`src/adcw_defines.svh`:
```
`ifndef ADCW_DEFINES_SVH
`define ADCW_DEFINES_SVH

// Special-function register addresses
`define ADCW_ADDR_CONTROL_0 8'he8
`define ADCW_ADDR_RESULT_LOW 8'hbd
`define ADCW_ADDR_RESULT_HIGH 8'hbe
`define ADCW_ADDR_GT_LOW 8'hc3
`define ADCW_ADDR_GT_HIGH 8'hc4
`define ADCW_ADDR_LT_LOW 8'ha5
`define ADCW_ADDR_LT_HIGH 8'ha6
`define ADCW_ADDR_REF_CONTROL 8'hd1

// Converter control 0 field positions
`define ADCW_CC0_ENABLE_BIT 7
`define ADCW_CC0_BURST_BIT 6
`define ADCW_CC0_DONE_BIT 5
`define ADCW_CC0_BUSY_BIT 4
`define ADCW_CC0_WINDOW_BIT 3
`define ADCW_CC0_SRC_MSB 2
`define ADCW_CC0_SRC_LSB 0
`define ADCW_CC0_RESET 8'h00

// Reference control field positions
`define ADCW_REF_LEVEL_BIT 7
`define ADCW_REF_GND_BIT 5
`define ADCW_REF_SRC_MSB 4
`define ADCW_REF_SRC_LSB 3
`define ADCW_REF_TEMP_BIT 2
`define ADCW_REF_RESET 8'h00

// Other reset values
`define ADCW_WORD_RESET 16'h0000
`define ADCW_BYTE_RESET 8'h00
`define ADCW_UNMAPPED_READ 8'h00

// Input multiplexer channel that carries the temperature sensor
`define ADCW_TEMP_CHANNEL 5'h10

`endif

```
`src/adcw_pkg.sv`:
```
package adcw_pkg;

  // Conversion trigger choices
  typedef enum logic [2:0] {
    ADCW_SRC_BUSY_WRITE = 3'b000,
    ADCW_SRC_TIMER0 = 3'b001,
    ADCW_SRC_TIMER2 = 3'b010,
    ADCW_SRC_TIMER3 = 3'b011,
    ADCW_SRC_STROBE = 3'b100
  } adcw_start_source_type;

  // Voltage reference choices
  typedef enum logic [1:0] {
    ADCW_REF_EXT_PIN = 2'b00,
    ADCW_REF_SUPPLY_PIN = 2'b01,
    ADCW_REF_DIGITAL_1V8 = 2'b10,
    ADCW_REF_INTERNAL = 2'b11
  } adcw_ref_source_type;

  // Complete state of the top module
  typedef struct packed {
    logic converter_enable;
    logic burst_enable;
    logic conversion_done_flag;
    logic convert_start_busy;
    logic window_hit_flag;
    logic [2:0] start_source_select;
    logic internal_reference_level;
    logic ground_source_select;
    logic [1:0] reference_source_select;
    logic temp_sensor_enable;
    logic [15:0] result;
    logic [15:0] greater_than_limit;
    logic [15:0] less_than_limit;
    logic [7:0] rdata;
    logic convert_start;
    logic internal_ref_on;
    logic ext_ref_pin_select;
    logic ground_from_analog_ground_pin;
    logic temp_to_positive_input;
  } adcw_state_type;

  // State of the strobe synchroniser
  typedef struct packed {
    logic meta;
    logic sync;
    logic last;
    logic rise;
  } adcw_sync_type;

endpackage

```
`src/adcw_strobe_sync.sv`:
```
`timescale 1ns/1ns
// Brings the external convert strobe into the clock domain, flags rising edges
module adcw_strobe_sync
  import adcw_pkg::*;
(
  input wire logic i_ref_clk, // System clock
  input wire logic i_rst, // Synchronous reset, active high
  input wire logic i_pin, // Raw strobe pin
  output logic o_rise // One-cycle pulse on a rising edge
);

  adcw_sync_type st; // Registered state
  adcw_sync_type next_st; // Next state

  // Two flops, then edge detect on the second flop only
  always_comb
  begin
    next_st = st;
    next_st.meta = i_pin;
    next_st.sync = st.meta;
    next_st.last = st.sync;
    next_st.rise = st.sync & ~st.last;
  end

  // State register
  always_ff @(posedge i_ref_clk)
  begin
    if (i_rst)
    begin
      st <= '0;
    end
    else
    begin
      st <= next_st;
    end
  end

  assign o_rise = st.rise;

endmodule

```
`src/adcw_top.sv`:
```
`timescale 1ns/1ns
`include "adcw_defines.svh"
// Operation
// - Window compares result against limits automatically
// - Two 16-bit limits, high and low bytes
// - Inside: above greater-than and below less-than
// - Outside: below lower or above upper bound
// - Limit ordering alone picks inside or outside
// - Window flag drives interrupt, stays readable
// - Compare uses result as justified
// - Select 00 uses external reference pin
// - Select 11 uses internal reference
// - Internal reference powered only when converter needs
// - Level bit picks 1.65 V or 2.4 V
// - 01 supply pin, 10 1.8 V supply
// - Internal sources never driven onto pin
// - Ground select picks analogue ground pin
// - Temperature sampling always uses chip ground
// - 1.65 V reference converts on chip ground
// - Temperature sensor enable bit switches sensor
// - Sensor channel feeds positive converter input
// - Control register bit layout, reset zero
// - Window flag sticky until software clears
// - Start source selects conversion trigger
module adcw_top
  import adcw_pkg::*;
(
  input wire logic i_ref_clk, // System clock, 100 MHz
  input wire logic i_rst, // Synchronous reset, active high
  input wire logic [7:0] i_sfr_addr, // Register address
  input wire logic i_sfr_wr, // Register write strobe
  input wire logic i_sfr_rd, // Register read strobe
  input wire logic [7:0] i_sfr_wdata, // Register write data
  output logic [7:0] o_sfr_rdata, // Register read data, one cycle later
  input wire logic i_timer0_ovf, // Timer 0 overflow pulse
  input wire logic i_timer2_ovf, // Timer 2 overflow pulse
  input wire logic i_timer3_ovf, // Timer 3 overflow pulse
  input wire logic i_convert_strobe, // External convert strobe pin
  input wire logic i_result_valid, // Result update pulse from converter
  input wire logic [15:0] i_result_data, // Formatted result word
  input wire logic i_converter_active, // Converter needs its reference
  input wire logic i_tracking, // Converter in tracking phase
  input wire logic i_converting, // Converter in conversion phase
  input wire logic [4:0] i_mux_channel, // Selected positive channel
  output logic o_convert_start, // One-cycle start pulse to converter
  output logic o_converter_enable, // Converter power enable
  output logic o_burst_enable, // Burst mode enable
  output logic o_conversion_done_flag, // Done flag, interrupt request
  output logic o_window_hit_flag, // Window flag, interrupt request
  output logic [1:0] o_reference_source_select, // Reference mux control
  output logic o_internal_ref_on, // Internal reference power
  output logic o_internal_reference_level, // 0 1.65 V, 1 2.4 V
  output logic o_ext_ref_pin_select, // Reference pin connected as input
  output logic o_ground_from_analog_ground_pin, // 1 analogue ground pin, 0 chip ground
  output logic o_temp_sensor_enable, // Temperature sensor power
  output logic o_temp_to_positive_input // Sensor routed to positive input
);

  adcw_state_type st; // Registered state
  adcw_state_type next_st; // Next state
  logic strobe_rise; // Synchronised strobe edge

  // Window test: limit order picks inside or outside detection
  function automatic logic window_hit(input logic [15:0] value,
                                      input logic [15:0] gt_lim,
                                      input logic [15:0] lt_lim);
    logic hit;
    hit = 1'b0;
    if (lt_lim > gt_lim)
    begin
      hit = (value > gt_lim) && (value < lt_lim);
    end
    else
    begin
      hit = (value < lt_lim) || (value > gt_lim);
    end
    return hit;
  endfunction

  // Byte write into one half of a 16-bit register
  function automatic logic [15:0] put_byte(input logic [15:0] word,
                                           input logic high,
                                           input logic [7:0] data);
    logic [15:0] res;
    res = word;
    if (high)
    begin
      res[15:8] = data;
    end
    else
    begin
      res[7:0] = data;
    end
    return res;
  endfunction

  // Strobe pin synchroniser and edge detector
  adcw_strobe_sync u_strobe_sync (
    .i_ref_clk(i_ref_clk),
    .i_rst(i_rst),
    .i_pin(i_convert_strobe),
    .o_rise(strobe_rise)
  );

  // Next-state logic for registers, triggers, flags and analogue controls
  always_comb
  begin
    logic wr_cc0; // Write to control register
    logic busy_write; // Software start request
    logic trig; // Selected trigger fired
    logic hit; // Window condition on new result
    logic [7:0] rd; // Read mux
    wr_cc0 = 1'b0;
    busy_write = 1'b0;
    trig = 1'b0;
    hit = 1'b0;
    rd = `ADCW_UNMAPPED_READ;
    next_st = st;
    next_st.convert_start = 1'b0;
    wr_cc0 = i_sfr_wr && (i_sfr_addr == `ADCW_ADDR_CONTROL_0);
    busy_write = wr_cc0 && i_sfr_wdata[`ADCW_CC0_BUSY_BIT];

    // Control register writes, done and window flags written here too; busy handled below
    if (wr_cc0)
    begin
      next_st.converter_enable = i_sfr_wdata[`ADCW_CC0_ENABLE_BIT];
      next_st.burst_enable = i_sfr_wdata[`ADCW_CC0_BURST_BIT];
      next_st.start_source_select = i_sfr_wdata[`ADCW_CC0_SRC_MSB:`ADCW_CC0_SRC_LSB];
      next_st.conversion_done_flag = i_sfr_wdata[`ADCW_CC0_DONE_BIT];
      next_st.window_hit_flag = i_sfr_wdata[`ADCW_CC0_WINDOW_BIT];
    end

    // Limit register writes byte by byte, reference control register writes
    if (i_sfr_wr)
    begin
      case (i_sfr_addr)
        `ADCW_ADDR_GT_LOW:
        begin
          next_st.greater_than_limit = put_byte(st.greater_than_limit, 1'b0,
                                                i_sfr_wdata);
        end
        `ADCW_ADDR_GT_HIGH:
        begin
          next_st.greater_than_limit = put_byte(st.greater_than_limit, 1'b1,
                                                i_sfr_wdata);
        end
        `ADCW_ADDR_LT_LOW:
        begin
          next_st.less_than_limit = put_byte(st.less_than_limit, 1'b0,
                                             i_sfr_wdata);
        end
        `ADCW_ADDR_LT_HIGH:
        begin
          next_st.less_than_limit = put_byte(st.less_than_limit, 1'b1,
                                             i_sfr_wdata);
        end
        `ADCW_ADDR_REF_CONTROL:
        begin
          next_st.internal_reference_level = i_sfr_wdata[`ADCW_REF_LEVEL_BIT];
          next_st.ground_source_select = i_sfr_wdata[`ADCW_REF_GND_BIT];
          next_st.reference_source_select =
            i_sfr_wdata[`ADCW_REF_SRC_MSB:`ADCW_REF_SRC_LSB];
          next_st.temp_sensor_enable = i_sfr_wdata[`ADCW_REF_TEMP_BIT];
        end
        default:
        begin
          // Other addresses hold nothing writable here
        end
      endcase
    end

    // Trigger selection; reserved codes start nothing
    case (st.start_source_select)
      ADCW_SRC_BUSY_WRITE:
      begin
        trig = busy_write;
      end
      ADCW_SRC_TIMER0:
      begin
        trig = i_timer0_ovf;
      end
      ADCW_SRC_TIMER2:
      begin
        trig = i_timer2_ovf;
      end
      ADCW_SRC_TIMER3:
      begin
        trig = i_timer3_ovf;
      end
      ADCW_SRC_STROBE:
      begin
        trig = strobe_rise;
      end
      default:
      begin
        trig = 1'b0;
      end
    endcase

    // Busy reads as written unless hardware owns it
    next_st.convert_start_busy = wr_cc0 ? busy_write : st.convert_start_busy;
    if (trig && (st.converter_enable || st.burst_enable))
    begin
      next_st.convert_start = 1'b1;
      next_st.convert_start_busy = 1'b1;
    end
    else if (busy_write)
    begin
      next_st.convert_start_busy = 1'b0; // Ignored start does not stick
    end

    // Result update: store word, set done, judge window in the same cycle
    if (i_result_valid)
    begin
      next_st.result = i_result_data;
      next_st.convert_start_busy = 1'b0;
      next_st.conversion_done_flag = 1'b1; // Set wins over a clearing write
      hit = window_hit(i_result_data, st.greater_than_limit,
                       st.less_than_limit);
      if (hit)
      begin
        next_st.window_hit_flag = 1'b1; // Set wins over a clearing write
      end
    end

    // Read multiplexer, data registered
    case (i_sfr_addr)
      `ADCW_ADDR_CONTROL_0:
      begin
        rd = {st.converter_enable, st.burst_enable, st.conversion_done_flag,
              st.convert_start_busy, st.window_hit_flag,
              st.start_source_select};
      end
      `ADCW_ADDR_RESULT_LOW:
      begin
        rd = st.result[7:0];
      end
      `ADCW_ADDR_RESULT_HIGH:
      begin
        rd = st.result[15:8];
      end
      `ADCW_ADDR_GT_LOW:
      begin
        rd = st.greater_than_limit[7:0];
      end
      `ADCW_ADDR_GT_HIGH:
      begin
        rd = st.greater_than_limit[15:8];
      end
      `ADCW_ADDR_LT_LOW:
      begin
        rd = st.less_than_limit[7:0];
      end
      `ADCW_ADDR_LT_HIGH:
      begin
        rd = st.less_than_limit[15:8];
      end
      `ADCW_ADDR_REF_CONTROL:
      begin
        rd = `ADCW_BYTE_RESET;
        rd[`ADCW_REF_LEVEL_BIT] = st.internal_reference_level;
        rd[`ADCW_REF_GND_BIT] = st.ground_source_select;
        rd[`ADCW_REF_SRC_MSB:`ADCW_REF_SRC_LSB] = st.reference_source_select;
        rd[`ADCW_REF_TEMP_BIT] = st.temp_sensor_enable;
      end
      default:
      begin
        rd = `ADCW_UNMAPPED_READ;
      end
    endcase
    if (i_sfr_rd)
    begin
      next_st.rdata = rd;
    end

    // Internal reference powered on demand only when selected
    next_st.internal_ref_on = (st.reference_source_select == ADCW_REF_INTERNAL)
                              && i_converter_active;
    // Pin joins the mux only for the external choice, never driven
    next_st.ext_ref_pin_select =
      (st.reference_source_select == ADCW_REF_EXT_PIN);

    // Ground source with chip-ground overrides
    next_st.ground_from_analog_ground_pin = st.ground_source_select;
    if (i_tracking && (i_mux_channel == `ADCW_TEMP_CHANNEL))
    begin
      next_st.ground_from_analog_ground_pin = 1'b0;
    end
    if (i_converting && (st.reference_source_select == ADCW_REF_INTERNAL)
        && !st.internal_reference_level)
    begin
      next_st.ground_from_analog_ground_pin = 1'b0;
    end

    // Sensor presented on the positive input when its channel is picked
    next_st.temp_to_positive_input = st.temp_sensor_enable
                                     && (i_mux_channel == `ADCW_TEMP_CHANNEL);
  end

  // State register, everything cleared on reset
  always_ff @(posedge i_ref_clk)
  begin
    if (i_rst)
    begin
      st <= '0;
    end
    else
    begin
      st <= next_st;
    end
  end

  // Outputs straight from state flops
  assign o_sfr_rdata = st.rdata;
  assign o_convert_start = st.convert_start;
  assign o_converter_enable = st.converter_enable;
  assign o_burst_enable = st.burst_enable;
  assign o_conversion_done_flag = st.conversion_done_flag;
  assign o_window_hit_flag = st.window_hit_flag;
  assign o_reference_source_select = st.reference_source_select;
  assign o_internal_ref_on = st.internal_ref_on;
  assign o_internal_reference_level = st.internal_reference_level;
  assign o_ext_ref_pin_select = st.ext_ref_pin_select;
  assign o_ground_from_analog_ground_pin = st.ground_from_analog_ground_pin;
  assign o_temp_sensor_enable = st.temp_sensor_enable;
  assign o_temp_to_positive_input = st.temp_to_positive_input;

endmodule

```
`config.mk`:
```
export PLATFORM = sky130hd
export DESIGN_NAME = adcw_top
export DESIGN_NICKNAME = d
export VERILOG_FILES = /design/src/adcw_pkg.sv /design/src/adcw_strobe_sync.sv /design/src/adcw_top.sv
export VERILOG_INCLUDE_DIRS = /design/src
export SDC_FILE = /design/constraint.sdc
export NUM_CORES = 1
export LEC_CHECK = 0
export BUFFER_PORTS_ARGS = -buffer_cell sky130_fd_sc_hd__buf_2
export CORE_MARGIN = 2
export CORE_UTILIZATION = 62
export CTS_CLUSTER_SIZE = 40
export DETAILED_ROUTE_END_ITERATION = 10
export PLACE_DENSITY = 0.86
export SYNTH_ARGS = -nofsm -noshare
export SYNTH_HDL_FRONTEND = slang
export SYNTH_SLANG_ARGS = --single-unit
```
`constraint.sdc`:
```
create_clock -name i_ref_clk -period 3.9 [get_ports i_ref_clk]
set_input_delay 0.78 -clock i_ref_clk [delete_from_list [all_inputs] [get_ports i_ref_clk]]
set_output_delay 0.78 -clock i_ref_clk [all_outputs]
set_load 0.1 [all_outputs]
```
# Word-level counts from Yosys, hierarchy flattened
# Cells that the tools add are included.
# word_totals
latch_bits,0
ramBits,0
in_bits,49
ff_bits,78
mem_count,0
romBits,0
output_inout_bits,21
# classes
div_mod_pow,0
n_mul,0
eq_ne,14
add_sub_neg,0
bitwise_logic,6
n_lt_le_gt_ge,3
shift,0
n_reduce_logical,23
muxes,14
# ops
cell,count
$eq 8x8->1 const B,8
$pmux 16 s2,2
$pmux 8 s8,1
$gt 16x16->1,2
$lt 16x16->1,1
$reduce_and 3->1,4
$logic_and 1x1->1,9
$mux 1,8
$eq 3x2->1 const B,2
$eq 5x5->1 const B,1
$not 1->1,5
$pmux 1 s5,1
$mux 4,1
$eq 3x1->1 const B,1
$eq 3x3->1 const B,1
$logic_not 3->1,1
$mux 3,1
$reduce_bool 3->1,1
$reduce_or 3->1,1
$eq 2x2->1 const B,1
$logic_not 2->1,1
$logic_or 1x1->1,2
$reduce_and 2->1,1
$reduce_bool 2->1,1
other kinds (3),3

# Logic depth before layout (Yosys ltp)
# Gate-level depths: netlist of the first run.
# logic_depth
ltp_word,7
depth_mapped,9
ltp_nobuf,9

# Cells and area by module
# Synthesis of the first run repeated with hierarchy kept, for this count alone.
# unflattened
hier_cells,522
hier_area_um2,4573.1
# by_module_without_submodules
mod,cells_each,instances,seq_area_each_um2,area_each_um2
adcw_top,514,1,1481.4,4461.8
adcw_strobe_sync,8,1,80.1,111.4

# Worst setup path after synthesis of the first run
# OpenSTA, ideal clock, no wires.
# synth_path
kind,input -> register
startpoint,input port i_result_data[10]
endpoint,register st (netlist bit o_window_hit_flag)
path_slack_ns,1.466
cell_stages,7
arrival_time_ns,2.348
n_path_buf,0
t_required_ns,3.814
path_cell_list,ha_1 -> nand4_1 -> or4_4 -> o221a_1 -> o31ai_1 -> a21oi_1 -> a211oi_1
# synth_via
elab_chain_len,6
elab_cells_between_ends,8
# synth_lines
item,line_no,source
"start, declared",adcw_top.sv:40,"input wire logic [15:0] i_result_data,"
$lt 16x16->1 or $gt 16x16->1 (tied branches),"adcw_top.sv:71, adcw_top.sv:75",
$logic_or 1x1->1 or $logic_and 1x1->1 (tied branches),"adcw_top.sv:75, adcw_top.sv:71",
$mux 1 *,adcw_top.sv:69,if (lt_lim > gt_lim)
$mux 1 *,adcw_top.sv:213,if (i_result_valid)
$mux 1 *,adcw_top.sv:220,if (hit)
$mux 3 *,adcw_top.sv:213,
"end signal, assigned",adcw_top.sv:309,st <= next_st;
"end, declared",adcw_top.sv:59,adcw_state_type st;
# Mark *: on every way between the ends. The rest lies on a longest branch, timed or not. The select of a mux whose other input is x is not followed.
# A chain may end at the register's enable or synchronous reset.

# Worst setup path in the final report of the first run
# layout_path
startpoint,input port i_sfr_addr[4]
endpoint,register st[39] in the netlist's numbering
# layout_via
elab_chain_len,3
elab_cells_between_ends,4
# layout_lines
item,line_no,source
"start, declared",adcw_top.sv:30,"input wire logic [7:0] i_sfr_addr,"
$eq 8x8->1,adcw_top.sv:136,case (i_sfr_addr)
$not 1->1 (no source line),n/a,
$reduce_and 3->1 (no source line) *,n/a,
# Mark *: on every way between the ends. The rest lies on a longest branch, timed or not.

==> summary.txt, run 1 <==
Routing
  • Routed WL per cell: 18.61 um
  • DRC: 0
  • ANT nets after route: 0
  • Final Routed Wirelength: 12.62 mm
  • Initial DRC count: 442
  • TritonRoute pass-1 iters: 6
  • Avg Vias per Cell: 6.245
  • Routed via count: 4234

Floorplan
  • Io pins: 70
  • CORE AREA: 7253 sq um
  • Initial Utilization: 64.21%
  • Std cell rows: 31
  • Die Area: 8220 sq um
  • Die X-Extent: 90.67 um
  • Die height: 90.67 um

Layout
  • Filler cells: 590
  • Antenna diodes: 0
  • Finished Layout Cells: 678
  • Layout cells sized above 1: 17.62%
  • Layout Nets: 670
  • Area Overhead vs Synth: 10.67%

Critical path
  • Cells on worst reg2reg path: 8
  • CP Launch Type: input pin
  • CP max-delay cell: nor2b_1
  • Worst EP arrival: 2.80 ns
  • R2R Path End: o_window_hit_flag$_SDFF_PP0_
  • Critical path origin: i_sfr_addr[4]
  • R2r startpoint: st[38]$_SDFFE_PP0P_
  • Biggest cell delay along the critical path: 0.64 ns
  • Crit Path Category: input pin to register
  • R2R setup slack: 1.61 ns
  • Worst Path Required: 4.13 ns
  • Crit Path Max Fanout: 9
  • Sequence of cells on the critical path: buf_2 > nor3b_1 > nor2b_1 > nand3_1 > mux2i_1 > nor2_1
  • Worst Setup End Kind: register
  • End of the critical path: st[39]$_SDFFE_PP0P_

Synthesis
  • Synth cell types: 57
  • FF+latch count, synth: 78
  • Cell area after synthesis: 4657 sq um
  • Synth top area cells: dfxtp_1, ha_1, mux2i_1, nor2_1, a21oi_1
  • Most frequent cell after synthesis: dfxtp_1
  • Top cells by count, synth: dfxtp_1, nor2_1, mux2i_1, ha_1, nand2_1
  • Top-area cell type share of the netlist area: 33.53%
  • Synth Instances: 528
  • Ys async rst share: 0%
  • Seq/Total Area, Yosys: 33.53%
  • Post-synth EDFFs: 0
  • Post-Synthesis Net Count: 624
  • Synth Warn #: 0
  • Post-Syn Area per Cell: 8.820 sq um
  • Ys flop type: dfxtp_1
  • Synth area leader: dfxtp_1

Power and ir drop
  • Power per cell area: 318.3 nW/um^2
  • Leakage Power: 2.147 nW
  • Clock power frac: 38.7%
  • Pint: 0.001180 W
  • Switching Power: 0.0004602 W
  • Max VDD drop: 0.0002164 V
  • Switching share of power: 28.05%
  • Sequential Power Share: 50.0%
  • Comb power frac: 11.3%

Clock tree
  • Root Buffer: clkbuf_8
  • Skew-Pair Late Insertion Delay: 0.37 ns
  • Count of clock tree sinks: 78
  • Hold buffer count at CTS: 0
  • Post-CTS sizing: 0
  • Reg clk slew, reported paths: 0.09 ns
  • CTS tree: yes
  • Clock buffer depth: 2
  • CTS buffer count: 9
  • H-tree Lvls: 3
  • Post-CTS setup buffers: 0

STA
  • Worst Skew: 0.01161 ns
  • Worst-Margin Slew: 0.7565 ns
  • Final period util: 65.96%
  • Final setup fails: 0
  • Fmax: 388.7 MHz
  • Final Hold Fails: 0
  • Max-Slew Margin vs Limit: 49.46%
  • Max Slew Vio Count: 0
  • RSZ-0062 raised after global routing: no
  • WHS: 0.3881 ns
  • Crit path time final: 2.573 ns
  • Setup TNS: 0 ns

Global routing
  • First-pass GRT wire length: 19.85 mm
  • Total gr overflow: 0
  • Overall global routing resource usage: 30.49%
  • Largest net degree at the start of global routing: 53
  • Initial antenna violation count: 0
  • Vias in the first global route: 4026

Worst hold path
  • Hold WC Path Type: register to register

Place
  • HPWL after DPL: 9.573 mm
  • Placer Congestion: 1.041
  • PortBufs: 69
  • Cells after DPL: 662

Job
  • Max Cap Violations: 0

Status
  • Status: completed
## per-layer routing
layer,wire (um),part of all wire [%],up-vias,track usage (%)
met3,940,7.5,39,5.008
li1,-,-,1990,-
met5,0,0,-,0
met4,425,3.4,0,12.82
met2,5932,47,205,50.25
met1,5319,42,2000,39.57
## power groups by stage
| stage | clock network [W] | registers, W | logic, W |
|---|---|---|---|
| 4_1_cts | 0.000637 | 0.000819 | 0.000183 |
| 5_1_grt | 0.000674 | 0.000821 | 0.000201 |
| 6_report | 0.000635 | 0.000820 | 0.000186 |
| 2_1_floorplan | 0 | 0.000851 | 0.0000984 |
| 3_3_place_gp | 0 | 0.000838 | 0.000176 |
| 3_5_place_dp | 0 | 0.000838 | 0.000182 |
## logic make-up (layout without fill, tap and decap cells)
| logic type | count (synthesis) | in the layout | share of synthesized area, % |
|---|---|---|---|
| simple gates | 162 | 162 | 18.24 |
| compound gates | 122 | 122 | 18.40 |
| flops | 78 | 78 | 33.53 |
| buf+inv | 71 | 122 | 6.878 |
| mux | 48 | 48 | 10.32 |
| fa+ha+maj | 47 | 47 | 12.63 |
## worst max-delay path: cells and delay by family
kind          cells  cell delay (ns)
simple gates      4             1.51
buf+inv           1             0.17
mux               1             0.34
## sequential cells by signal (all words and copies together) (netlist names)
register,flops
u_strobe_sync.o_rise,1
u_strobe_sync.st,1
o_sfr_rdata,8
o_temp_sensor_enable,1
o_internal_reference_level,1
o_ext_ref_pin_select,1
o_conversion_done_flag,1
o_ground_from_analog_ground_pin,1
o_reference_source_select,2
o_temp_to_positive_input,1
o_converter_enable,1
u_strobe_sync.next_st,2
st,53
o_convert_start,1
o_internal_ref_on,1
o_window_hit_flag,1
o_burst_enable,1
## how the worst min path moves through the flow
stage / startpoint / endpoint / slack [ns] / cells after the start
detailed placement: u_strobe_sync.st[1]$_SDFF_PP0_ / u_strobe_sync.o_rise$_SDFF_PP0_ / 0.38 / 1
global route: u_strobe_sync.st[1]$_SDFF_PP0_ / u_strobe_sync.o_rise$_SDFF_PP0_ / 0.42 / 1
global placement: u_strobe_sync.st[1]$_SDFF_PP0_ / u_strobe_sync.o_rise$_SDFF_PP0_ / 0.38 / 1
floorplan: u_strobe_sync.st[1]$_SDFF_PP0_ / u_strobe_sync.o_rise$_SDFF_PP0_ / 0.37 / 1
CTS: u_strobe_sync.st[1]$_SDFF_PP0_ / u_strobe_sync.o_rise$_SDFF_PP0_ / 0.39 / 1
finish: u_strobe_sync.st[1]$_SDFF_PP0_ / u_strobe_sync.o_rise$_SDFF_PP0_ / 0.39 / 1
## placed cells by master (no fill, tap or decap), types with 13 or more instances in the layout
cell	count
dfxtp_1	78
a21oi_1	35
nand3_1	19
inv_1	34
nand2_1	37
nor2_1	51
mux2i_1	48
a22oi_1	13
buf_2	69
a21o_1	13
ha_1	47
## per-stage QoR
stage          total power (W)  cell area (sq um)  utilization (%)  setup slack (ns)
4_1_cts               0.001640               5154            71.05             1.430
3_3_place_gp          0.001014               4952            68.28             1.180
3_5_place_dp          0.001021               4952            68.28             1.095
5_1_grt               0.001696               5154            71.05             1.250
2_1_floorplan        0.0009491               4657                -             1.466
6_report              0.001641               5154            71.05             1.327
## cell type report
type	instances	area, sq um	share of cell area, %
tap	99	123.9	2.404
multi-input combinational	379	2775	53.85
inverter	35	131.4	2.549
sequential	78	1562	30.30
timing repair buffer	71	360.3	6.992
clock buffer	9	123.9	2.404
clock inverter	7	77.57	1.505
Note: power is estimated with default switching activity, not from simulation.
==> run 2, diff against run 1 <==
- ABC_AREA: default -> 1
- CORE_UTILIZATION: 62 -> 57
- PLACE_DENSITY: 0.86 -> 0.8
- clock period: 3.9 -> 2.5 ns (I/O delays scaled with it)
==> summary.txt, run 2 <==
Global routing
  • Largest net degree at the start of global routing: 52
  • Total gr overflow: 0
  • First-pass GRT wire length: 21.91 mm
  • Initial antenna violation count: 0
  • Vias in the first global route: 4381
  • Overall global routing resource usage: 32.59%

Critical path
  • CP Launch Type: register
  • Crit Path Category: register to register
  • Most used cell, CP: nand2_1
  • CP max-delay cell: nor4_1
  • R2R setup slack: 0.48 ns
  • Sequence of cells on the critical path: inv_1 > ha_1 > nand2_1 > nor4_1 > nand2_1 > nand2_1 > a21oi_1 > nand2_1 > a21oi_1
  • Worst Setup End Kind: register
  • Crit Path Max Fanout: 3
  • Worst EP arrival: 2.26 ns
  • Biggest cell delay along the critical path: 0.50 ns
  • Worst Path Required: 2.74 ns

Layout
  • Layout cells sized above 1: 16.86%
  • Final Cell Area: 5085 sq um
  • Biggest register: st
  • Antenna diodes: 0
  • Most common cell after layout, fill and taps aside: nand2_1
  • Max FFs per register: 53
  • Area Overhead vs Synth: 11.01%
  • Layout Nets: 779
  • Most frequent cells in the layout: nand2_1, inv_1, a21oi_1

STA
  • Final setup fails: 0
  • Worst Skew: 0.01466 ns
  • Final Hold Fails: 0
  • RSZ-0062 raised after global routing: no
  • Setup TNS: 0 ns
  • Max-Slew Margin vs Limit: 56.68%
  • Fmax: 495.4 MHz
  • Final period util: 80.74%
  • Crit path time final: 2.019 ns
  • Worst-Margin Slew: 0.6480 ns
  • Max Slew Vio Count: 0

Synthesis
  • Post-Synthesis Net Count: 724
  • Ys flop type: dfxtp_1
  • Top cells by count, synth: nand2_1, inv_1, a21oi_1, dfxtp_1, o21ai_0
  • FF+latch count, synth: 78
  • Post-synth EDFFs: 0
  • Cell area after synthesis: 4581 sq um
  • Top-area cell type share of the netlist area: 34.09%
  • Synth area leader: dfxtp_1
  • Most frequent cell after synthesis: nand2_1
  • Post-Syn Area per Cell: 7.294 sq um
  • Synth top area cells: dfxtp_1, ha_1, a21oi_1, nand2_1, inv_1
  • Synth Warn #: 0
  • Seq/Total Area, Yosys: 34.09%
  • Synth cell types: 38
  • Synth Instances: 628
  • Ys async rst share: 0%

Floorplan
  • Std cell rows: 32
  • CORE AREA: 7767 sq um
  • Initial Utilization: 58.97%
  • Io pins: 70
  • Die height: 93.65 um
  • Die Area: 8769 sq um
  • Die X-Extent: 93.65 um

Clock tree
  • CTS tree: yes
  • Post-CTS sizing: 0
  • Skew-Pair Late Insertion Delay: 0.36 ns
  • Post-CTS setup buffers: 0
  • Reg clk slew, reported paths: 0.10 ns
  • Count of clock tree sinks: 78
  • Clock buffer depth: 2
  • Hold buffer count at CTS: 0
  • H-tree Lvls: 3
  • CTS buffer count: 9
  • Root Buffer: clkbuf_8

Place
  • Placed instance area: 4900 sq um
  • HPWL after DPL: 10.86 mm
  • PortBufs: 69
  • Placer Congestion: 1.006

Routing
  • Routed WL per cell: 17.66 um
  • DRC: 0
  • ANT nets after route: 0
  • TritonRoute pass-1 iters: 5
  • Routed via count: 4660
  • Final Routed Wirelength: 13.95 mm
  • Avg Vias per Cell: 5.899
  • Initial DRC count: 388

Worst hold path
  • Hold WC Path Type: input pin to register

Job
  • Max Cap Violations: 0

Power and ir drop
  • Leakage Power: 2.212 nW
  • Max VDD drop: 0.0004746 V
  • Design Power: 0.002508 W
  • Power per cell area: 493.3 nW/um^2

Status
  • Status: completed
run 2: worst max-delay path: cells and delay by family, from the launching register on:
kind | cells | cell delay [ns]
simple gates | 5 | 0.97
fa+ha+maj | 1 | 0.28
buf+inv | 1 | 0.09
compound gates | 2 | 0.14
flops | 1 | 0.44
run 2: routing by layer:
metal / track usage [%] / vias up / share of wire [%]
met5: 0 / - / 0
met4: 14.37 / 0 / 4.6
met3: 5.157 / 58 / 8.6
met2: 53.18 / 246 / 46
met1: 42.61 / 2134 / 41
li1: - / 2222 / -
run 2: worst paths after layout:
kind	start	endpoint	cells after the start
max reg2reg	st[27]$_SDFFE_PP0P_	o_window_hit_flag$_SDFF_PP0_	9
max	st[27]$_SDFFE_PP0P_	o_window_hit_flag$_SDFF_PP0_	9
min reg2reg	u_strobe_sync.st[1]$_SDFF_PP0_	u_strobe_sync.o_rise$_SDFF_PP0_	1
min	i_tracking	o_ground_from_analog_ground_pin$_SDFF_PP0_	2
run 2: cells by family after synthesis:
family | count (synthesis) | share of synthesized area, %
AND/OR/NAND/NOR | 200 | 19.78
AO/OA/AOI/OAI | 182 | 21.74
buffers and inverters | 121 | 11.55
adder cells (fa/ha/maj) | 47 | 12.84
flip-flops | 78 | 34.09
run 2: per-stage QoR:
step	worst slack, ns	cells	hold WS (ns)	util [%]
final	0.4814	790	0.3443	65.46
after floorplan	0.8906	628	0.3728	-
after detailed placement	0.3361	774	0.3851	63.08
after global placement	0.4310	774	0.3818	63.08
after CTS	0.5153	790	0.3388	65.46
after global routing	0.3126	790	0.3414	65.46
run 2: layout make-up:
| cell class | instances | area (sq um) |
|---|---|---|
| clock buffers | 9 | 123.9 |
| repair buffers | 73 | 375.4 |
| well taps | 102 | 127.6 |
| inverters | 92 | 345.3 |
| multi-input cells | 429 | 2490 |
| flip-flops and latches | 78 | 1562 |
| fillers | 710 | 2683 |
| clock inverters | 7 | 61.31 |
run 2: power breakdown:
part / internal (W) / total [W] / switching, W / leakage (nW)
Combinational: 0.0000964 / 0.000311 / 0.000215 / 1.49
Sequential: 0.00127 / 0.00128 / 0.0000104 / 0.634
Clock: 0.000382 / 0.000920 / 0.000538 / 0.0892
==> run 3, diff against run 2 <==
- ABC_AREA: 1 -> 0
- CORE_UTILIZATION: 57 -> 58
- PLACE_DENSITY: 0.8 -> 0.81
- clock period: 2.5 -> 1.96 ns (I/O delays scaled with it)
==> summary.txt, run 3 (same netlist as run 1, synthesis figures left out) <==
Clock tree
  • Clock buffer depth: 2
  • H-tree Lvls: 3
  • CTS buffer count: 9
  • CTS tree: yes
  • Root Buffer: clkbuf_8
  • Skew-Pair Late Insertion Delay: 0.36 ns
  • Count of clock tree sinks: 78
  • Reg clk slew, reported paths: 0.08 ns

STA
  • Fmax: 469.2 MHz
  • Final Hold Fails: 0
  • Max Slew Vio Count: 0
  • Final worst slack: -0.1715 ns
  • Crit path time final: 2.131 ns
  • Worst Skew: 0.01540 ns
  • Setup TNS: -0.1715 ns
  • WHS: 0.2301 ns
  • Final setup fails: 1
  • Final period util: 108.7%
  • Max-Slew Margin vs Limit: 61.78%
  • RSZ-0062 raised after global routing: yes
  • Worst-Margin Slew: 0.5722 ns

Floorplan
  • Std cell rows: 32
  • Initial Utilization: 59.95%
  • Io pins: 70
  • Die height: 93.61 um
  • Die Area: 8762 sq um
  • Die X-Extent: 93.61 um
  • CORE AREA: 7767 sq um

Critical path
  • Worst Setup End Kind: register
  • CP Launch Type: register
  • Worst EP arrival: 2.39 ns
  • Crit Path Category: register to register
  • R2r startpoint: st[40]$_SDFFE_PP0P_
  • Worst Path Required: 2.22 ns
  • R2R setup slack: -0.17 ns
  • Sequence of cells on the critical path: inv_2 > ha_4 > nand4_1 > or4_4 > o221a_1 > o31ai_1 > a21oi_1 > a211oi_1
  • CP bufs+invs: 1
  • Crit-path leading delay family: compound AO/OA/AOI/OAI gates
  • Cells on worst reg2reg path: 8
  • Biggest cell delay along the critical path: 0.50 ns
  • R2R Path End: o_window_hit_flag$_SDFF_PP0_
  • CP max-delay cell: or4_4
  • Crit Path Max Fanout: 2

Routing
  • Final Routed Wirelength: 14.37 mm
  • TritonRoute pass-1 iters: 6
  • ANT nets after route: 0
  • Avg Vias per Cell: 6.179
  • Initial DRC count: 647
  • Routed via count: 4721
  • DRC: 0
  • Routed WL per cell: 18.81 um

Layout
  • Antenna diodes: 0
  • Most common cell after layout, fill and taps aside: buf_4
  • Area Overhead vs Synth: 28.24%
  • Final Cell Area: 5972 sq um
  • Layout cells sized above 1: 31.27%
  • Most frequent cells in the layout: buf_4, dfxtp_1, buf_2
  • Finished Layout Cells: 764
  • Biggest register: st
  • Max FFs per register: 53
  • Layout Nets: 753

Status
  • Status: complete, but fails checks
  • Failing checks: setup timing

Place
  • Placer Congestion: 0.9390
  • Placed instance area: 5709 sq um
  • HPWL after DPL: 10.47 mm
  • Cells after DPL: 747
  • PortBufs: 69

Worst hold path
  • Hold WC Path Type: input pin to register
  • Hold path depth: 2
  • Hold Path Sink: o_ground_from_analog_ground_pin$_SDFF_PP0_
  • Hold Path Origin: i_tracking

Power and ir drop
  • Leakage Power: 2.582 nW
  • Max VDD drop: 0.0003816 V
  • Design Power: 0.003313 W
  • Power per cell area: 554.7 nW/um^2

Global routing
  • Overall global routing resource usage: 33.28%
  • Largest net degree at the start of global routing: 41
  • First-pass GRT wire length: 22.59 mm
  • Vias in the first global route: 4590
  • Total gr overflow: 0
  • Initial antenna violation count: 0

Job
  • Max Cap Violations: 0
==> run 3: cell types whose count changed in the layout (fill, tap and decap cells not counted), moves of 13 or more <==
cell | previous run | this run
a21oi_1 | 83 | 35
a22oi_1 | 0 | 13
buf_4 | 4 | 79
inv_1 | 87 | 28
mux2i_1 | 0 | 48
nand2_1 | 98 | 37
o21ai_0 | 58 | 8
==> run 3: repair_timing <==
| item | CTS | global route |
|---|---|---|
| endpoints found under the hold margin | 0 | 0 |
| hold buffers | 0 | 0 |
| endpoints found under the setup margin | 1 | 1 |
| buffers inserted | 1 | 0 |
| pin swaps | 3 | 4 |
| resized for setup | 17 | 2 |
==> run 3: worst max path at each step <==
stage                              startpoint                           end  slack (ns)  cells after the start
final                     st[40]$_SDFFE_PP0P_  o_window_hit_flag$_SDFF_PP0_       -0.17                      8
after floorplan           st[39]$_SDFFE_PP0P_  o_window_hit_flag$_SDFF_PP0_       0.002                      8
after detailed placement    i_result_data[13]  o_window_hit_flag$_SDFF_PP0_       -0.28                      8
after global placement      i_result_data[15]  o_window_hit_flag$_SDFF_PP0_       -0.18                      8
after CTS                 st[40]$_SDFFE_PP0P_  o_window_hit_flag$_SDFF_PP0_       -0.22                      8
after global routing      st[40]$_SDFFE_PP0P_  o_window_hit_flag$_SDFF_PP0_       -0.23                      8
==> run 3: per-stage QoR <==
step                worst slack, ns  util, %
finish                      -0.1715    76.88
CTS                         -0.2181    76.80
global placement            -0.1781    73.50
global route                -0.2336    76.88
detailed placement          -0.2836    73.50
floorplan                  0.001782        -
==> run 3: area by class of cell <==
class	instances	area (sq um)
Multi-Input combinational cell	379	2893
Timing Repair Buffer	154	1059
Inverter	35	131.4
Fill cell	522	1795
Clock buffer	11	131.4
Clock inverter	5	58.81
Sequential cell	78	1572
Tap cell	102	127.6
==> run 3: routing by layer <==
| metal | vias up | GRT usage [%] | routed length [um] |
|---|---|---|---|
| met5 | - | 0 | 0 |
| met4 | 0 | 16.30 | 783 |
| met3 | 86 | 6.044 | 1242 |
| met2 | 285 | 55.76 | 6787 |
| met1 | 2200 | 41.13 | 5556 |
| li1 | 2150 | - | - |
==> run 3: report_power, final <==
group | switching (W) | leakage, nW | internal, W
clock network | 0.000624 | 0.0899 | 0.000592
registers | 0.0000211 | 0.637 | 0.00161
logic | 0.000265 | 1.86 | 0.000199
